`config.mk`:
```
export PLATFORM = sky130hd
export DESIGN_NAME = ors_top
export DESIGN_NICKNAME = d
export VERILOG_FILES = /design/src/design/ors_pkg.sv /design/src/design/ors_top.sv
export VERILOG_INCLUDE_DIRS = /design/src /design/src/design
export SDC_FILE = /design/constraint.sdc
export NUM_CORES = 1
export LEC_CHECK = 0
export BUFFER_PORTS_ARGS = -buffer_cell sky130_fd_sc_hd__buf_2
export CAP_MARGIN = 30
export CORE_MARGIN = 5
export CORE_UTILIZATION = 49
export CTS_CLUSTER_DIAMETER = 200
export CTS_CLUSTER_SIZE = 25
export DETAILED_ROUTE_END_ITERATION = 16
export PLACE_DENSITY_LB_ADDON = 0.2
export SETUP_SLACK_MARGIN = 0.15
export SLEW_MARGIN = 10
export SYNTH_ARGS = -nofsm -noshare
export SYNTH_HDL_FRONTEND = slang
export SYNTH_SLANG_ARGS = --single-unit
```
`constraint.sdc`:
```
create_clock -name CLOCK_IN -period 3.1 [get_ports CLOCK_IN]
set_input_delay 0.62 -clock CLOCK_IN [delete_from_list [all_inputs] [get_ports CLOCK_IN]]
set_output_delay 0.62 -clock CLOCK_IN [all_outputs]
set_load 0.02 [all_outputs]
```
`src/design/ors_params.svh`:
```
`ifndef ORS_PARAMS_SVH
`define ORS_PARAMS_SVH

// register byte offsets
`define ORS_OSC_CTRL_OFS 8'h00
`define ORS_PLL_CTRL_OFS 8'h04
`define ORS_FLASH_OPT1_OFS 8'h08
`define ORS_STATUS_OFS 8'h0C

// osc_control_reg fields
`define ORS_TRIM_LSB 0
`define ORS_TRIM_MSB 9
`define ORS_DRIVE_BIT 10
`define ORS_RELAX_PD_BIT 11
`define ORS_OSC_OUT_PIN_PD_BIT 12

// pll_control_reg fields
`define ORS_REF_SEL_BIT 0

// status register fields
`define ORS_ST_EXT_BIT 0
`define ORS_ST_BUSY_BIT 1
`define ORS_ST_LOADED_BIT 2

// reset values
`define ORS_TRIM_RST 10'h200
`define ORS_DRIVE_RST 1'h0
`define ORS_REF_SEL_RST 1'h0

`endif

```
`src/design/ors_pkg.sv`:
```
package ors_pkg;

    // reference handover states, one-hot
    typedef enum logic [2:0] {
        ORS_ST_RUN = 3'h1,
        ORS_ST_STOP_OLD = 3'h2,
        ORS_ST_START_NEW = 3'h4
    } ors_state_type;

    typedef logic [9:0] ors_trim_type;

endpackage : ors_pkg

```
`src/design/ors_top.sv`:
```
// Behaviour
// - drive-mode bit resets to 0; software sets 1 for a crystal.
// - reset enables relaxation oscillator and clears reference select.
// - writing reference select 1 hands the PLL reference to the external oscillator.
// - internal/external handover produces no glitch or runt on the reference.
// - oscillator control bits 9..0 hold the relaxation trim.
// - trim field comes up at 512 after reset.
// - each trim step moves the relaxation frequency about 0.1 percent.
// - factory trim is copied into flash option word 1 in the first cycle after reset release.
// - both oscillators are powered up at reset.
// - out of reset the PLL reference is the relaxation oscillator.
`include "ors_params.svh"

module ors_top (
    // clock and reset
    input wire logic CLOCK_IN,
    input wire logic ARST_N_IN,
    // ahb-lite slave
    input wire logic HSEL_IN,
    input wire logic [31:0] HADDR_IN,
    input wire logic [1:0] HTRANS_IN,
    input wire logic HWRITE_IN,
    input wire logic [2:0] HSIZE_IN,
    input wire logic [31:0] HWDATA_IN,
    input wire logic HREADY_IN,
    output logic [31:0] HRDATA_OUT,
    output logic HREADYOUT_OUT,
    output logic HRESP_OUT,
    // reference sources and factory trim from flash information block
    input wire logic RELAX_CLK_IN,
    input wire logic EXT_CLK_IN,
    input wire logic [9:0] FACTORY_TRIM_IN,
    // oscillator and pll controls
    output logic [9:0] TRIM_OUT,
    output logic DRIVE_MODE_OUT,
    output logic RELAX_EN_OUT,
    output logic OSC_OUT_PIN_EN_OUT,
    output logic REF_CLK_OUT,
    output logic REF_EXT_ACTIVE_OUT
);

    // bus state
    logic rd_pend_ff;
    logic wr_pend_ff;
    logic [7:0] addr_ff;
    logic hready_ff;
    logic [31:0] rdata_ff;
    // software registers
    ors_pkg::ors_trim_type trim_ff;
    logic drive_ff;
    // enables kept as flops so the power outputs need no inverter behind them
    logic relax_en_ff;
    logic osc_out_pin_en_ff;
    logic ref_sel_ff;
    ors_pkg::ors_trim_type flash_opt_ff;
    logic load_done_ff;
    // handover state
    ors_pkg::ors_state_type state_ff;
    ors_pkg::ors_state_type nxt_state;
    logic cur_ext_ff;
    logic tgt_ext_ff;
    logic int_en_ff;
    logic ext_en_ff;
    logic ref_ff;

    // address phase decode; only the low byte of the address matters
    wire accept = HSEL_IN & HTRANS_IN[1] & HREADY_IN;
    wire wr_osc = wr_pend_ff & (addr_ff == `ORS_OSC_CTRL_OFS);
    wire wr_pll = wr_pend_ff & (addr_ff == `ORS_PLL_CTRL_OFS);
    wire busy = (state_ff != ors_pkg::ORS_ST_RUN);

    // read mux; unmapped offsets read as zero with an okay response
    wire [31:0] osc_word = {19'h00000, ~osc_out_pin_en_ff, ~relax_en_ff, drive_ff, trim_ff};
    wire [31:0] pll_word = {31'h00000000, ref_sel_ff};
    wire [31:0] opt_word = {22'h000000, flash_opt_ff};
    wire [31:0] st_word = {29'h00000000, load_done_ff, busy, cur_ext_ff};
    wire [31:0] rd_mux = (addr_ff == `ORS_OSC_CTRL_OFS) ? osc_word :
                         (addr_ff == `ORS_PLL_CTRL_OFS) ? pll_word :
                         (addr_ff == `ORS_FLASH_OPT1_OFS) ? opt_word :
                         (addr_ff == `ORS_STATUS_OFS) ? st_word : 32'h00000000;

    // bus sequencing: reads take one wait state so a write just before is seen
    always_ff @(posedge CLOCK_IN or negedge ARST_N_IN) begin
        if (!ARST_N_IN) begin
            rd_pend_ff <= 1'b0;
            wr_pend_ff <= 1'b0;
            addr_ff <= 8'h00;
            hready_ff <= 1'b1;
            rdata_ff <= 32'h00000000;
        end else begin
            rd_pend_ff <= accept & ~HWRITE_IN;
            wr_pend_ff <= accept & HWRITE_IN;
            if (accept) begin
                addr_ff <= HADDR_IN[7:0];
            end
            hready_ff <= ~(accept & ~HWRITE_IN);
            if (rd_pend_ff) begin
                rdata_ff <= rd_mux;
            end
        end
    end

    // control registers
    always_ff @(posedge CLOCK_IN or negedge ARST_N_IN) begin
        if (!ARST_N_IN) begin
            trim_ff <= `ORS_TRIM_RST;
            drive_ff <= `ORS_DRIVE_RST;
            relax_en_ff <= 1'b1;
            osc_out_pin_en_ff <= 1'b1;
            ref_sel_ff <= `ORS_REF_SEL_RST;
        end else begin
            if (wr_osc) begin
                trim_ff <= HWDATA_IN[`ORS_TRIM_MSB:`ORS_TRIM_LSB];
                drive_ff <= HWDATA_IN[`ORS_DRIVE_BIT];
                relax_en_ff <= ~HWDATA_IN[`ORS_RELAX_PD_BIT];
                osc_out_pin_en_ff <= ~HWDATA_IN[`ORS_OSC_OUT_PIN_PD_BIT];
            end
            if (wr_pll) begin
                ref_sel_ff <= HWDATA_IN[`ORS_REF_SEL_BIT];
            end
        end
    end

    // factory trim capture in the first cycle after release, never under reset
    always_ff @(posedge CLOCK_IN or negedge ARST_N_IN) begin
        if (!ARST_N_IN) begin
            load_done_ff <= 1'b0;
            flash_opt_ff <= 10'h000;
        end else if (!load_done_ff) begin
            load_done_ff <= 1'b1;
            flash_opt_ff <= FACTORY_TRIM_IN;
        end
    end

    // handover sequencing; waits on the sampled clock levels, so a source
    // that stays high stalls the switch with busy set
    always_comb begin
        nxt_state = state_ff;
        case (state_ff)
            ors_pkg::ORS_ST_RUN: begin
                if (ref_sel_ff != cur_ext_ff) begin
                    nxt_state = ors_pkg::ORS_ST_STOP_OLD;
                end
            end
            ors_pkg::ORS_ST_STOP_OLD: begin
                if (cur_ext_ff ? ~EXT_CLK_IN : ~RELAX_CLK_IN) begin
                    nxt_state = ors_pkg::ORS_ST_START_NEW;
                end
            end
            ors_pkg::ORS_ST_START_NEW: begin
                if (tgt_ext_ff ? ~EXT_CLK_IN : ~RELAX_CLK_IN) begin
                    nxt_state = ors_pkg::ORS_ST_RUN;
                end
            end
            default: begin
                nxt_state = ors_pkg::ORS_ST_RUN;
            end
        endcase
    end

    always_ff @(posedge CLOCK_IN or negedge ARST_N_IN) begin
        if (!ARST_N_IN) begin
            state_ff <= ors_pkg::ORS_ST_RUN;
            cur_ext_ff <= 1'b0;
            tgt_ext_ff <= 1'b0;
            int_en_ff <= 1'b1;
            ext_en_ff <= 1'b0;
        end else begin
            state_ff <= nxt_state;
            if (state_ff == ors_pkg::ORS_ST_RUN) begin
                tgt_ext_ff <= ref_sel_ff;
            end
            if (state_ff == ors_pkg::ORS_ST_STOP_OLD &&
                nxt_state == ors_pkg::ORS_ST_START_NEW) begin
                int_en_ff <= 1'b0;
                ext_en_ff <= 1'b0;
            end
            if (state_ff == ors_pkg::ORS_ST_START_NEW && nxt_state == ors_pkg::ORS_ST_RUN) begin
                int_en_ff <= ~tgt_ext_ff;
                ext_en_ff <= tgt_ext_ff;
                cur_ext_ff <= tgt_ext_ff;
            end
        end
    end

    // gated reference; the dead gap between gates is the price of no runt
    always_ff @(posedge CLOCK_IN or negedge ARST_N_IN) begin
        if (!ARST_N_IN) begin
            ref_ff <= 1'b0;
        end else begin
            ref_ff <= (int_en_ff & RELAX_CLK_IN) | (ext_en_ff & EXT_CLK_IN);
        end
    end

    // outputs, all from flip-flops except the tied HRESP_OUT
    assign HRDATA_OUT = rdata_ff;
    assign HREADYOUT_OUT = hready_ff;
    assign HRESP_OUT = 1'b0; // okay only; tied response, no state behind it
    assign TRIM_OUT = trim_ff;
    assign DRIVE_MODE_OUT = drive_ff;
    // power enables come from their own flops; the register shows their inverse
    assign RELAX_EN_OUT = relax_en_ff;
    assign OSC_OUT_PIN_EN_OUT = osc_out_pin_en_ff;
    assign REF_CLK_OUT = ref_ff;
    assign REF_EXT_ACTIVE_OUT = cur_ext_ff;
endmodule : ors_top

```
==> flow_metrics.tcl, run 1 <==
set metrics [dict create \
    status "completed" \
    tightest_slew_ns 0.691 \
    drive_above_1_share 0.465 \
    hold_class "input port to async pin" \
    coreArea_mm2 0.00517 \
    rr_endpoint "TRIM_OUT[4]" \
    grt_pass1_vias 1789 \
    numPortBuffers 67 \
    critPathMaxFanout 15 \
    drtIter0Drc 69 \
    met2_length_um 2520 \
    routed_via_density 4.79 \
    postRouteAntennaNets 0 \
    cp-start-kind "flip-flop" \
    required_ns 3.31 \
    top_layer "met4" \
    cts_tree "done" \
    die_w_um 83.5 \
    gp_congestion 0.732 \
    routed_wirelength_um 5050 \
    synth_top_cell_area_share 0.483 \
    num_rows 26 \
    postSynthCellCount 209 \
    antennaDiodeCount 0 \
    async_reset_ff_frac 1.00 \
    clkSinkCount 57 \
    die_area_mm2 0.00696 \
    power_uw 2060 \
    power_density_mw_per_mm2 651 \
    rsz0062_at_grt "false" \
    root_buffer "clkbuf_8" \
    first_pass_iters 4 \
    grt_usage 0.152 \
    h-tree-depth 3 \
    whs_ns 0.301 \
    cp-end-kind "flip-flop" \
    antenna_found_initial 0 \
    netlist_area_mm2 0.00264 \
    slew_headroom 0.539 \
    period_minus_slack_ns 2.01 \
    detailroute.via_count 1704 \
    setup_viol_count_final 0 \
    dr_wl_met3_um 291 \
    grt_pass1_wl_um 8470 \
    worstReg2RegStart "addr_ff[3]" \
    period_share 0.648 \
    grt-ovfl-total 0 \
    max_freq_ghz 0.498 \
    fillers 435 \
    finClkSkew_ns 0.00499 \
    reg2reg_depth 3 \
    start_util 0.511 \
    drv_cap 0 \
    synth_area_leaders "dfrtp_1 48%, mux2_2 13%, dfstp_2 6.0%, buf_4 5.7%, mux2_4 4.5%" \
    yosysWarnings 0 \
    path_clk_slew_ns 0.06 \
    synth_ff_type "dfrtp_1" \
    postCtsSetupBuffers 0 \
    cts_buffers 9 \
    area_growth_pct 19.7 \
    reg2reg_slack_ns 1.09 \
    synth_top_area_cell "dfrtp_1" \
    final_net_count 367 \
    yosysUniqueCellTypes 35 \
    syn_avg_cell_area_um2 12.6 \
    peakVddDrop_v 0.000322 \
    drc 0 \
    ys_seq_area_frac 0.542 \
    p_leak_uw 0.00157 \
    clk_latency_ns 0.32 \
    synth-seq-cells 57 \
    post_cts_resized 0 \
    tns_ns 0 \
    place_hpwl_um 3680 \
    clockBufferDepth 2 \
    hold_violations 0 \
    wl_per_cell_um 14.2 \
    io_pins 135 \
    crit_type "flip-flop to flip-flop" \
    crit_arrival_ns 2.21 \
    dieHeight_um 83.5 \
    maxSlewViolCount 0 \
    cts_hold_buf 0 \
    wl_met1_um 2150 \
    synth-edff-count 0 \
    grt_max_degree 31 \
]
[layout make-up]
type | count | area [um^2] | area share
clock buffer | 14 | 173 | 0.0546
sequential | 57 | 1430 | 0.453
tap | 70 | 87.6 | 0.0277
inverter | 21 | 78.8 | 0.0249
timing repair buffer | 68 | 343 | 0.108
multi-input combinational | 124 | 1010 | 0.320
clock inverter | 2 | 35.0 | 0.0111
[through the flow]
step                area, um^2  utilization  setup WS, ns  cells
floorplan                 2720            -          1.55    228
global placement          2960        0.572          1.09    340
detailed placement        2960        0.572          1.08    340
CTS                       3160        0.612          1.06    356
global route              3160        0.612          1.02    356
finish                    3160        0.612          1.09    356
[cell usage after synthesis, types with 3 or more instances]
cell type  count
dfrtp_1       51
mux2_2        31
inv_1         21
buf_4         20
o22ai_1       10
nand2_1        9
mux2_4         8
dfstp_2        6
mux2i_1        5
o21ai_0        5
nand4_1        4
clkbuf_1       3
nand2b_1       3
nand3_1        3
nor3b_1        3
[worst max-delay path: stages, from the launching register on]
cell and delay, ns:
dfrtp_1 0.63, nor4_4 0.54, nand3_4 0.32, mux2_4 0.39
[state kept, by name, summed over array words and instances (netlist names), 3 cells and up]
signal        flops
flash_opt_ff     10
addr_ff           8
state_ff          3
TRIM_OUT         10
HRDATA_OUT       13
[cell families after synthesis]
family | Yosys count | share of synthesized area
compound gates | 25 | 0.0620
xor+xnor | 1 | 0.00331
buf+inv | 47 | 0.101
flops | 57 | 0.542
mux | 45 | 0.206
other cells | 2 | 0.00284
simple gates | 32 | 0.0819
[layer usage]
metal | global-route usage | vias to the layer above
li1 | - | 827
met1 | 0.190 | 816
met2 | 0.242 | 54
met3 | 0.0385 | 7
met4 | 0.0833 | 0
met5 | 0 | -
[worst max-delay path by stage]
stage                     cells after the start     endpoint       start  slack (ns)
after floorplan                               4  TRIM_OUT[1]  addr_ff[1]        1.55
final                                         3  TRIM_OUT[4]  addr_ff[3]        1.09
after global routing                          3  TRIM_OUT[4]  addr_ff[3]        1.02
after detailed placement                      3  TRIM_OUT[5]  addr_ff[3]        1.08
after global placement                        3  TRIM_OUT[4]  addr_ff[3]        1.09
after CTS                                     3  TRIM_OUT[4]  addr_ff[3]        1.06
[cells in the final DEF (no fill, tap or decap)]
cell and count:
a21o_1 1, a21oi_1 2, a221oi_1 1, a22o_1 1
a22oi_1 2, a31o_2 2, and3_1 1, buf_2 67
buf_4 1, bufinv_16 1, clkbuf_1 2, clkbuf_8 12
clkinv_2 1, conb_1 21, dfrtp_1 51, dfstp_2 6
inv_1 21, mux2_2 31, mux2_4 8, mux2i_1 5
mux4_1 1, nand2_1 9, nand2b_1 3, nand3_1 3
nand3_4 1, nand3b_1 1, nand4_1 4, nor2_1 2
nor2b_1 1, nor3_1 1, nor3b_1 3, nor4_4 2
o21ai_0 5, o22a_1 1, o22ai_1 10, or3b_2 1
xor2_1 1
[power breakdown]
part / internal, uW / switching (uW)
combinational: 194 / 192
sequential: 854 / 104
clock: 437 / 280
No activity file was read; power rests on OpenSTA's default activity.
==> inputs of run 2 (changes only) <==
--- a/config.mk
+++ b/config.mk
@@ -6,10 +6,11 @@
 export SDC_FILE = /design/constraint.sdc
 export NUM_CORES = 1
 export LEC_CHECK = 0
+export ABC_AREA = 1
 export BUFFER_PORTS_ARGS = -buffer_cell sky130_fd_sc_hd__buf_2
 export CAP_MARGIN = 30
 export CORE_MARGIN = 5
-export CORE_UTILIZATION = 49
+export CORE_UTILIZATION = 45
 export CTS_CLUSTER_DIAMETER = 200
 export CTS_CLUSTER_SIZE = 25
 export DETAILED_ROUTE_END_ITERATION = 16
==> constraint.sdc (replaced) <==
create_clock -name CLOCK_IN -period 1.92 [get_ports CLOCK_IN]
set_input_delay 0.384 -clock CLOCK_IN [delete_from_list [all_inputs] [get_ports CLOCK_IN]]
set_output_delay 0.384 -clock CLOCK_IN [all_outputs]
set_load 0.02 [all_outputs]
==> run 2 against run 1 <==
Compared with the run above:
- cell count is 18% higher
- count of clock-buffer cells in the layout is 1 lower
- sequential power is 59% higher
- combinational power is 54% higher
- sequential cell count stayed put
- critical path depth is 2 lower
- global-route usage is 0.41 points higher
- highest routed layer unchanged
- worst hold slack worse by 0.28 ns
- worst setup slack worse by 0.60 ns
- final area hardly changed
- non-clock buffer count is 2 higher
- largest cell class unchanged
- power is 57% higher
==> flow_metrics.tcl, run 2 <==
set metrics [dict create \
    die_w_um 86.7 \
    hold_class "input port to async pin" \
    rsz0062_at_grt "false" \
    tightest_slew_ns 0.523 \
    tns_ns 0 \
    peakVddDrop_v 0.000527 \
    numPortBuffers 67 \
    cp-start-kind "flip-flop" \
    wl_per_cell_um 13.0 \
    grt_max_degree 38 \
    synth_top_area_cell "dfrtp_1" \
    synth-edff-count 0 \
    crit_chain "buf_2" \
    clk_latency_ns 0.33 \
    yosysUniqueCellTypes 28 \
    reg2reg_depth 6 \
    postCtsSetupBuffers 0 \
    hold_violations 0 \
    postRouteAntennaNets 0 \
    yosysWarnings 0 \
    most-common-layout-cells "67 x buf_2, 51 x dfrtp_1, 48 x nand2_1" \
    root_buffer "clkbuf_8" \
    maxSlewViolCount 0 \
    synth_top_cell_area_share 0.483 \
    clockBufferDepth 2 \
    clkSinkCount 57 \
    cts_hold_buf 0 \
    fin_util 0.544 \
    grt_use_met2 0.240 \
    slew_headroom 0.652 \
    required_ns 1.54 \
    cts_tree "done" \
    post_cts_resized 0 \
    grt_pass1_wl_um 8920 \
    antennaDiodeCount 0 \
    postSynthCellCount 270 \
    grt_usage 0.156 \
    drv_cap 0 \
    p_switching_uw 957 \
    status "completed" \
    first_pass_iters 4 \
    grt_pass1_vias 1922 \
    h-tree-depth 3 \
    clkPwrFrac 0.346 \
    routed_wirelength_um 5460 \
    reg2reg_slack_ns 0.52 \
    period_share 0.744 \
    path_buf_inv 1 \
    setup_viol_count_final 0 \
    synth_ff_type "dfrtp_1" \
    area_growth_pct 19.7 \
    largest_register_ffs 13 \
    rr_endpoint "HRDATA_OUT[6]" \
    syn_avg_cell_area_um2 9.79 \
    crit_arrival_ns 1.04 \
    drtIter0Drc 70 \
    critical-path-slowest-cell "dfstp_2" \
    final_common_cell "buf_2" \
    top_usage_layer "met2" \
    p_leak_uw 0.00158 \
    critPathTopFamily "flip-flops" \
    place_hpwl_um 4050 \
    swShare 0.296 \
    synth_area_leaders "dfrtp_1 48%, nand2_1 6.8%, buf_4 6.5%, dfstp_2 6.0%, mux2_2 6.0%" \
    dp_cells 405 \
    synthTopCellsByCount "51 x dfrtp_1, 48 x nand2_1, 31 x nand3_1" \
    cp-end-kind "primary output" \
    detailroute.via_count 1980 \
    grt_use_met1 0.196 \
    synth-seq-cells 57 \
    p_seq_frac 0.470 \
    ys_seq_area_frac 0.542 \
    crit_type "flip-flop to primary output" \
    final_net_count 427 \
    critPathMaxFanout 3 \
    num_rows 28 \
    path_clk_slew_ns 0.06 \
    die_area_mm2 0.00751 \
    netlist_area_mm2 0.00264 \
    p_int_uw 2280 \
    instances_no_fill 421 \
    coreArea_mm2 0.00582 \
    cts_buffers 9 \
    power_density_mw_per_mm2 1020 \
    drc 0 \
    async_reset_ff_frac 1.00 \
    slowest_delay_ns 0.55 \
    finClkSkew_ns 0.0103 \
    yosysMostFrequentCell "dfrtp_1" \
    drive_above_1_share 0.367 \
    dieHeight_um 86.7 \
    max_freq_ghz 0.700 \
    grt-ovfl-total 0 \
    worstReg2RegStart "addr_ff[5]" \
    start_util 0.455 \
    antenna_found_initial 0 \
    io_pins 135 \
    period_minus_slack_ns 1.43 \
    routed_via_density 4.70 \
    gp_congestion 0.821 \
    comb_power_share 0.184 \
    grt.met3_usage 0.0466 \
]
run 2: cell count changes in the layout (fill, tap and decap cells not counted), moves of 3 or more:
cell      delta
nor2_2       +3
nand3_1     +28
mux2_2      -17
nand4_1      -3
nor2_1      +24
nand2b_1     -3
mux2i_1      -5
nor3b_1      -3
a21oi_1      +7
inv_1        -5
nand2_1     +39
mux2_4       -8
o22ai_1      -9
a21oi_2     +14
run 2: power by group through the flow:
| stage | combinational, uW | clock [uW] | sequential (uW) |
|---|---|---|---|
| 6_report | 596 | 1120 | 1520 |
| 5_1_grt | 679 | 1210 | 1550 |
| 4_1_cts | 606 | 1150 | 1520 |
| 3_5_place_dp | 606 | 0 | 1540 |
| 3_3_place_gp | 594 | 0 | 1540 |
| 2_1_floorplan | 379 | 0 | 1580 |
run 2: final cells by class:
cell class / count / area (um^2)
Clock buffer: 13 / 159
Clock inverter: 3 / 40.0
Fill cell: 561 / 2650
Inverter: 17 / 63.8
Multi-Input combinational cell: 186 / 1000
Sequential cell: 57 / 1430
Tap cell: 75 / 93.8
Timing Repair Buffer: 70 / 370
run 2: worst max path at each step:
| stage | start | to | slack (ns) | cells after the start |
|---|---|---|---|---|
| global placement | HSEL_IN | addr_ff[5] | 0.51 | 3 |
| global route | addr_ff[3] | OSC_OUT_PIN_EN_OUT | 0.42 | 5 |
| detailed placement | HSEL_IN | addr_ff[4] | 0.51 | 3 |
| finish | TRIM_OUT[9] | TRIM_OUT[9] | 0.49 | 1 |
| floorplan | addr_ff[2] | TRIM_OUT[3] | 0.77 | 7 |
| CTS | TRIM_OUT[9] | TRIM_OUT[9] | 0.47 | 1 |
run 2: cells by family after synthesis:
kind of cell | Yosys count | synth area share
DFF | 57 | 0.542
xor gates and xnor gates | 1 | 0.00331
buffers and inverters | 46 | 0.105
AOI/OAI and AO/OA | 34 | 0.0885
other | 2 | 0.00284
and+or+nand+nor | 116 | 0.199
muxes | 14 | 0.0596
run 2: through the flow:
step	hold WS, ns	instance area (um^2)	setup WS (ns)	power, uW
3_3_place_gp	0.380	2970	0.514	2130
5_1_grt	0.0291	3170	0.419	3440
3_5_place_dp	0.377	2970	0.506	2150
6_report	0.0177	3170	0.491	3240
4_1_cts	0.0196	3170	0.468	3280
2_1_floorplan	0.0884	2720	0.774	1960
run 2: worst reg2reg max path, delay by kind of cell (launching register included):
kind	cells	cell delay [ns]
AOI/OAI and AO/OA	2	0.20
and+or+nand+nor	3	0.51
buffers and inverters	1	0.24
DFF	1	0.38
run 2: layer usage:
metal / wire (um) / up-vias
li1: - / 982
met1: 2320 / 929
met2: 2640 / 58
met3: 380 / 11
met4: 115 / 0
met5: 0 / -
==> inputs of run 3 (changes only) <==
--- a/config.mk
+++ b/config.mk
@@ -6,7 +6,7 @@
 export SDC_FILE = /design/constraint.sdc
 export NUM_CORES = 1
 export LEC_CHECK = 0
-export ABC_AREA = 1
+export ABC_AREA = 0
 export BUFFER_PORTS_ARGS = -buffer_cell sky130_fd_sc_hd__buf_2
 export CAP_MARGIN = 30
 export CORE_MARGIN = 5
==> constraint.sdc (replaced) <==
create_clock -name CLOCK_IN -period 1.4 [get_ports CLOCK_IN]
set_input_delay 0.28 -clock CLOCK_IN [delete_from_list [all_inputs] [get_ports CLOCK_IN]]
set_output_delay 0.28 -clock CLOCK_IN [all_outputs]
set_load 0.02 [all_outputs]
==> run 3 against run 2 <==
Compared with the run above:
- the flow now finishes with violations (negative setup slack)
- routed wire length increased by 3.6%
- critical path depth increased by 3
- sequential share of layout area decreased by 5.1 points
- largest power group unchanged
- die area unchanged
- final area increased by 13%
- power increased by 52%
- combinational power increased by 130%
- clock power increased by 29%
- count of clock-buffer cells in the layout increased by 1
- worst hold slack improved by 0.068 ns
- non-clock buffer count increased by 22
- sequential cell count unchanged
==> flow_metrics.tcl, run 3 (synthesis results as in run 1) <==
set metrics [dict create \
    dieHeight_um 86.7 \
    instances_no_fill 385 \
    tns_ns -0.805 \
    setup_viol_count_final 13 \
    required_ns 1.61 \
    io_pins 135 \
    reg2reg_slack_ns -0.08 \
    power_uw 4920 \
    root_buffer "clkbuf_8" \
    crit_chain "nor4_4, nand3_4, buf_12, mux2_4" \
    drtIter0Drc 97 \
    clkSinkCount 57 \
    wl_per_cell_um 14.7 \
    path_clk_slew_ns 0.06 \
    most-common-layout-cells "62 x buf_2, 47 x dfrtp_1, 30 x mux2_2" \
    peakVddDrop_v 0.000652 \
    cp-start-kind "flip-flop" \
    period_share 1.06 \
    cts_tree "done" \
    slew_headroom 0.628 \
    cp-end-kind "flip-flop" \
    antenna_found_initial 0 \
    grt_max_degree 58 \
    detailroute.via_count 1851 \
    hold_class "input port to flip-flop" \
    whs_ns 0.0859 \
    max_freq_ghz 0.675 \
    violations "negative setup slack" \
    path_buf_inv 1 \
    routed_via_density 4.81 \
    critical-path-slowest-cell "dfrtp_1" \
    num_rows 28 \
    finClkSkew_ns 0.00924 \
    grt_usage 0.159 \
    gp_congestion 0.721 \
    drv_cap 0 \
    drive_above_1_share 0.584 \
    coreArea_mm2 0.00582 \
    final_common_cell "buf_2" \
    critPathMaxFanout 9 \
    maxSlewViolCount 0 \
    fin_area_mm2 0.00358 \
    dp_cells 356 \
    setup_slack_ns -0.0817 \
    cp.depth 4 \
    place_hpwl_um 3730 \
    antennaDiodeCount 0 \
    slowest_delay_ns 0.40 \
    rsz0062_at_grt "true" \
    grt_pass1_vias 1927 \
    status "finished with violations" \
    placed_cell_area_mm2 0.00309 \
    clk_latency_ns 0.33 \
    crit_path_end "TRIM_OUT[7]" \
    rr_endpoint "TRIM_OUT[7]" \
    routed_wirelength_um 5650 \
    clockBufferDepth 2 \
    crit_type "flip-flop to flip-flop" \
    postRouteAntennaNets 0 \
    tightest_slew_ns 0.558 \
    final_net_count 391 \
    period_minus_slack_ns 1.48 \
    crit_arrival_ns 1.70 \
    first_pass_iters 4 \
    start_util 0.455 \
    reg2reg_depth 4 \
    grt_pass1_wl_um 9130 \
    cp-startpoint "addr_ff[1]" \
    cts_buffers 9 \
    h-tree-depth 3 \
    largest_register_ffs 13 \
    hold_violations 0 \
    numPortBuffers 67 \
    power_density_mw_per_mm2 1370 \
    critPathTopFamily "simple AND/OR/NAND/NOR gates" \
    drc 0 \
    p_leak_uw 0.00175 \
    grt-ovfl-total 0 \
    area_growth_pct 35.5 \
    worstReg2RegStart "addr_ff[1]" \
    die_w_um 86.7 \
    die_area_mm2 0.00751 \
]
==> run 3: final cells by class <==
type,count,area [um^2]
Fill cell,477,2230
Multi-Input combinational cell,124,1150
Tap cell,75,93.8
Clock inverter,2,10.0
Inverter,21,78.8
Sequential cell,57,1440
Timing Repair Buffer,92,624
Clock buffer,14,183
==> run 3: worst min-delay path by stage <==
| stage | start | endpoint | slack, ns | depth (start not counted) |
|---|---|---|---|---|
| floorplan | ARST_N_IN | DRIVE_MODE_OUT | -0.02 | 0 |
| global placement | ARST_N_IN | addr_ff[4] | 0.31 | 2 |
| detailed placement | ARST_N_IN | addr_ff[4] | 0.31 | 2 |
| CTS | HWDATA_IN[11] | RELAX_EN_OUT | 0.07 | 2 |
| global route | HWDATA_IN[11] | RELAX_EN_OUT | 0.07 | 2 |
| finish | HWDATA_IN[11] | RELAX_EN_OUT | 0.09 | 2 |
==> run 3: metal layers <==
metal / vias to the layer above / wire (um) / GRT usage
li1: 877 / - / -
met1: 907 / 2410 / 0.201
met2: 58 / 2780 / 0.255
met3: 9 / 380 / 0.0485
met4: 0 / 89 / 0.0637
met5: - / 0 / 0
==> run 3: worst reg2reg max path: stages, from the launching register on <==
cell     delay (ns)
dfrtp_1        0.40
nor4_4         0.37
nand3_4        0.13
buf_12         0.17
mux2_4         0.30
==> run 3: metrics by stage <==
| step | worst slack, ns | util |
|---|---|---|
| 6_report | -0.0817 | 0.616 |
| 2_1_floorplan | -0.149 | - |
| 5_1_grt | -0.160 | 0.616 |
| 3_3_place_gp | -0.0973 | 0.531 |
| 3_5_place_dp | -0.0945 | 0.531 |
| 4_1_cts | -0.105 | 0.596 |
==> run 3: repair_timing <==
action,in CTS,in global routing
hold endpoints to repair,51,0
pin swaps,13,7
endpoints found under the setup margin,35,38
gates resized for setup,31,17
buffers inserted,7,5
hold buffers,1,0
==> run 3: power breakdown <==
| part | switching (uW) | internal [uW] |
|---|---|---|
| Combinational | 594 | 756 |
| Sequential | 225 | 1900 |
| Clock | 619 | 830 |
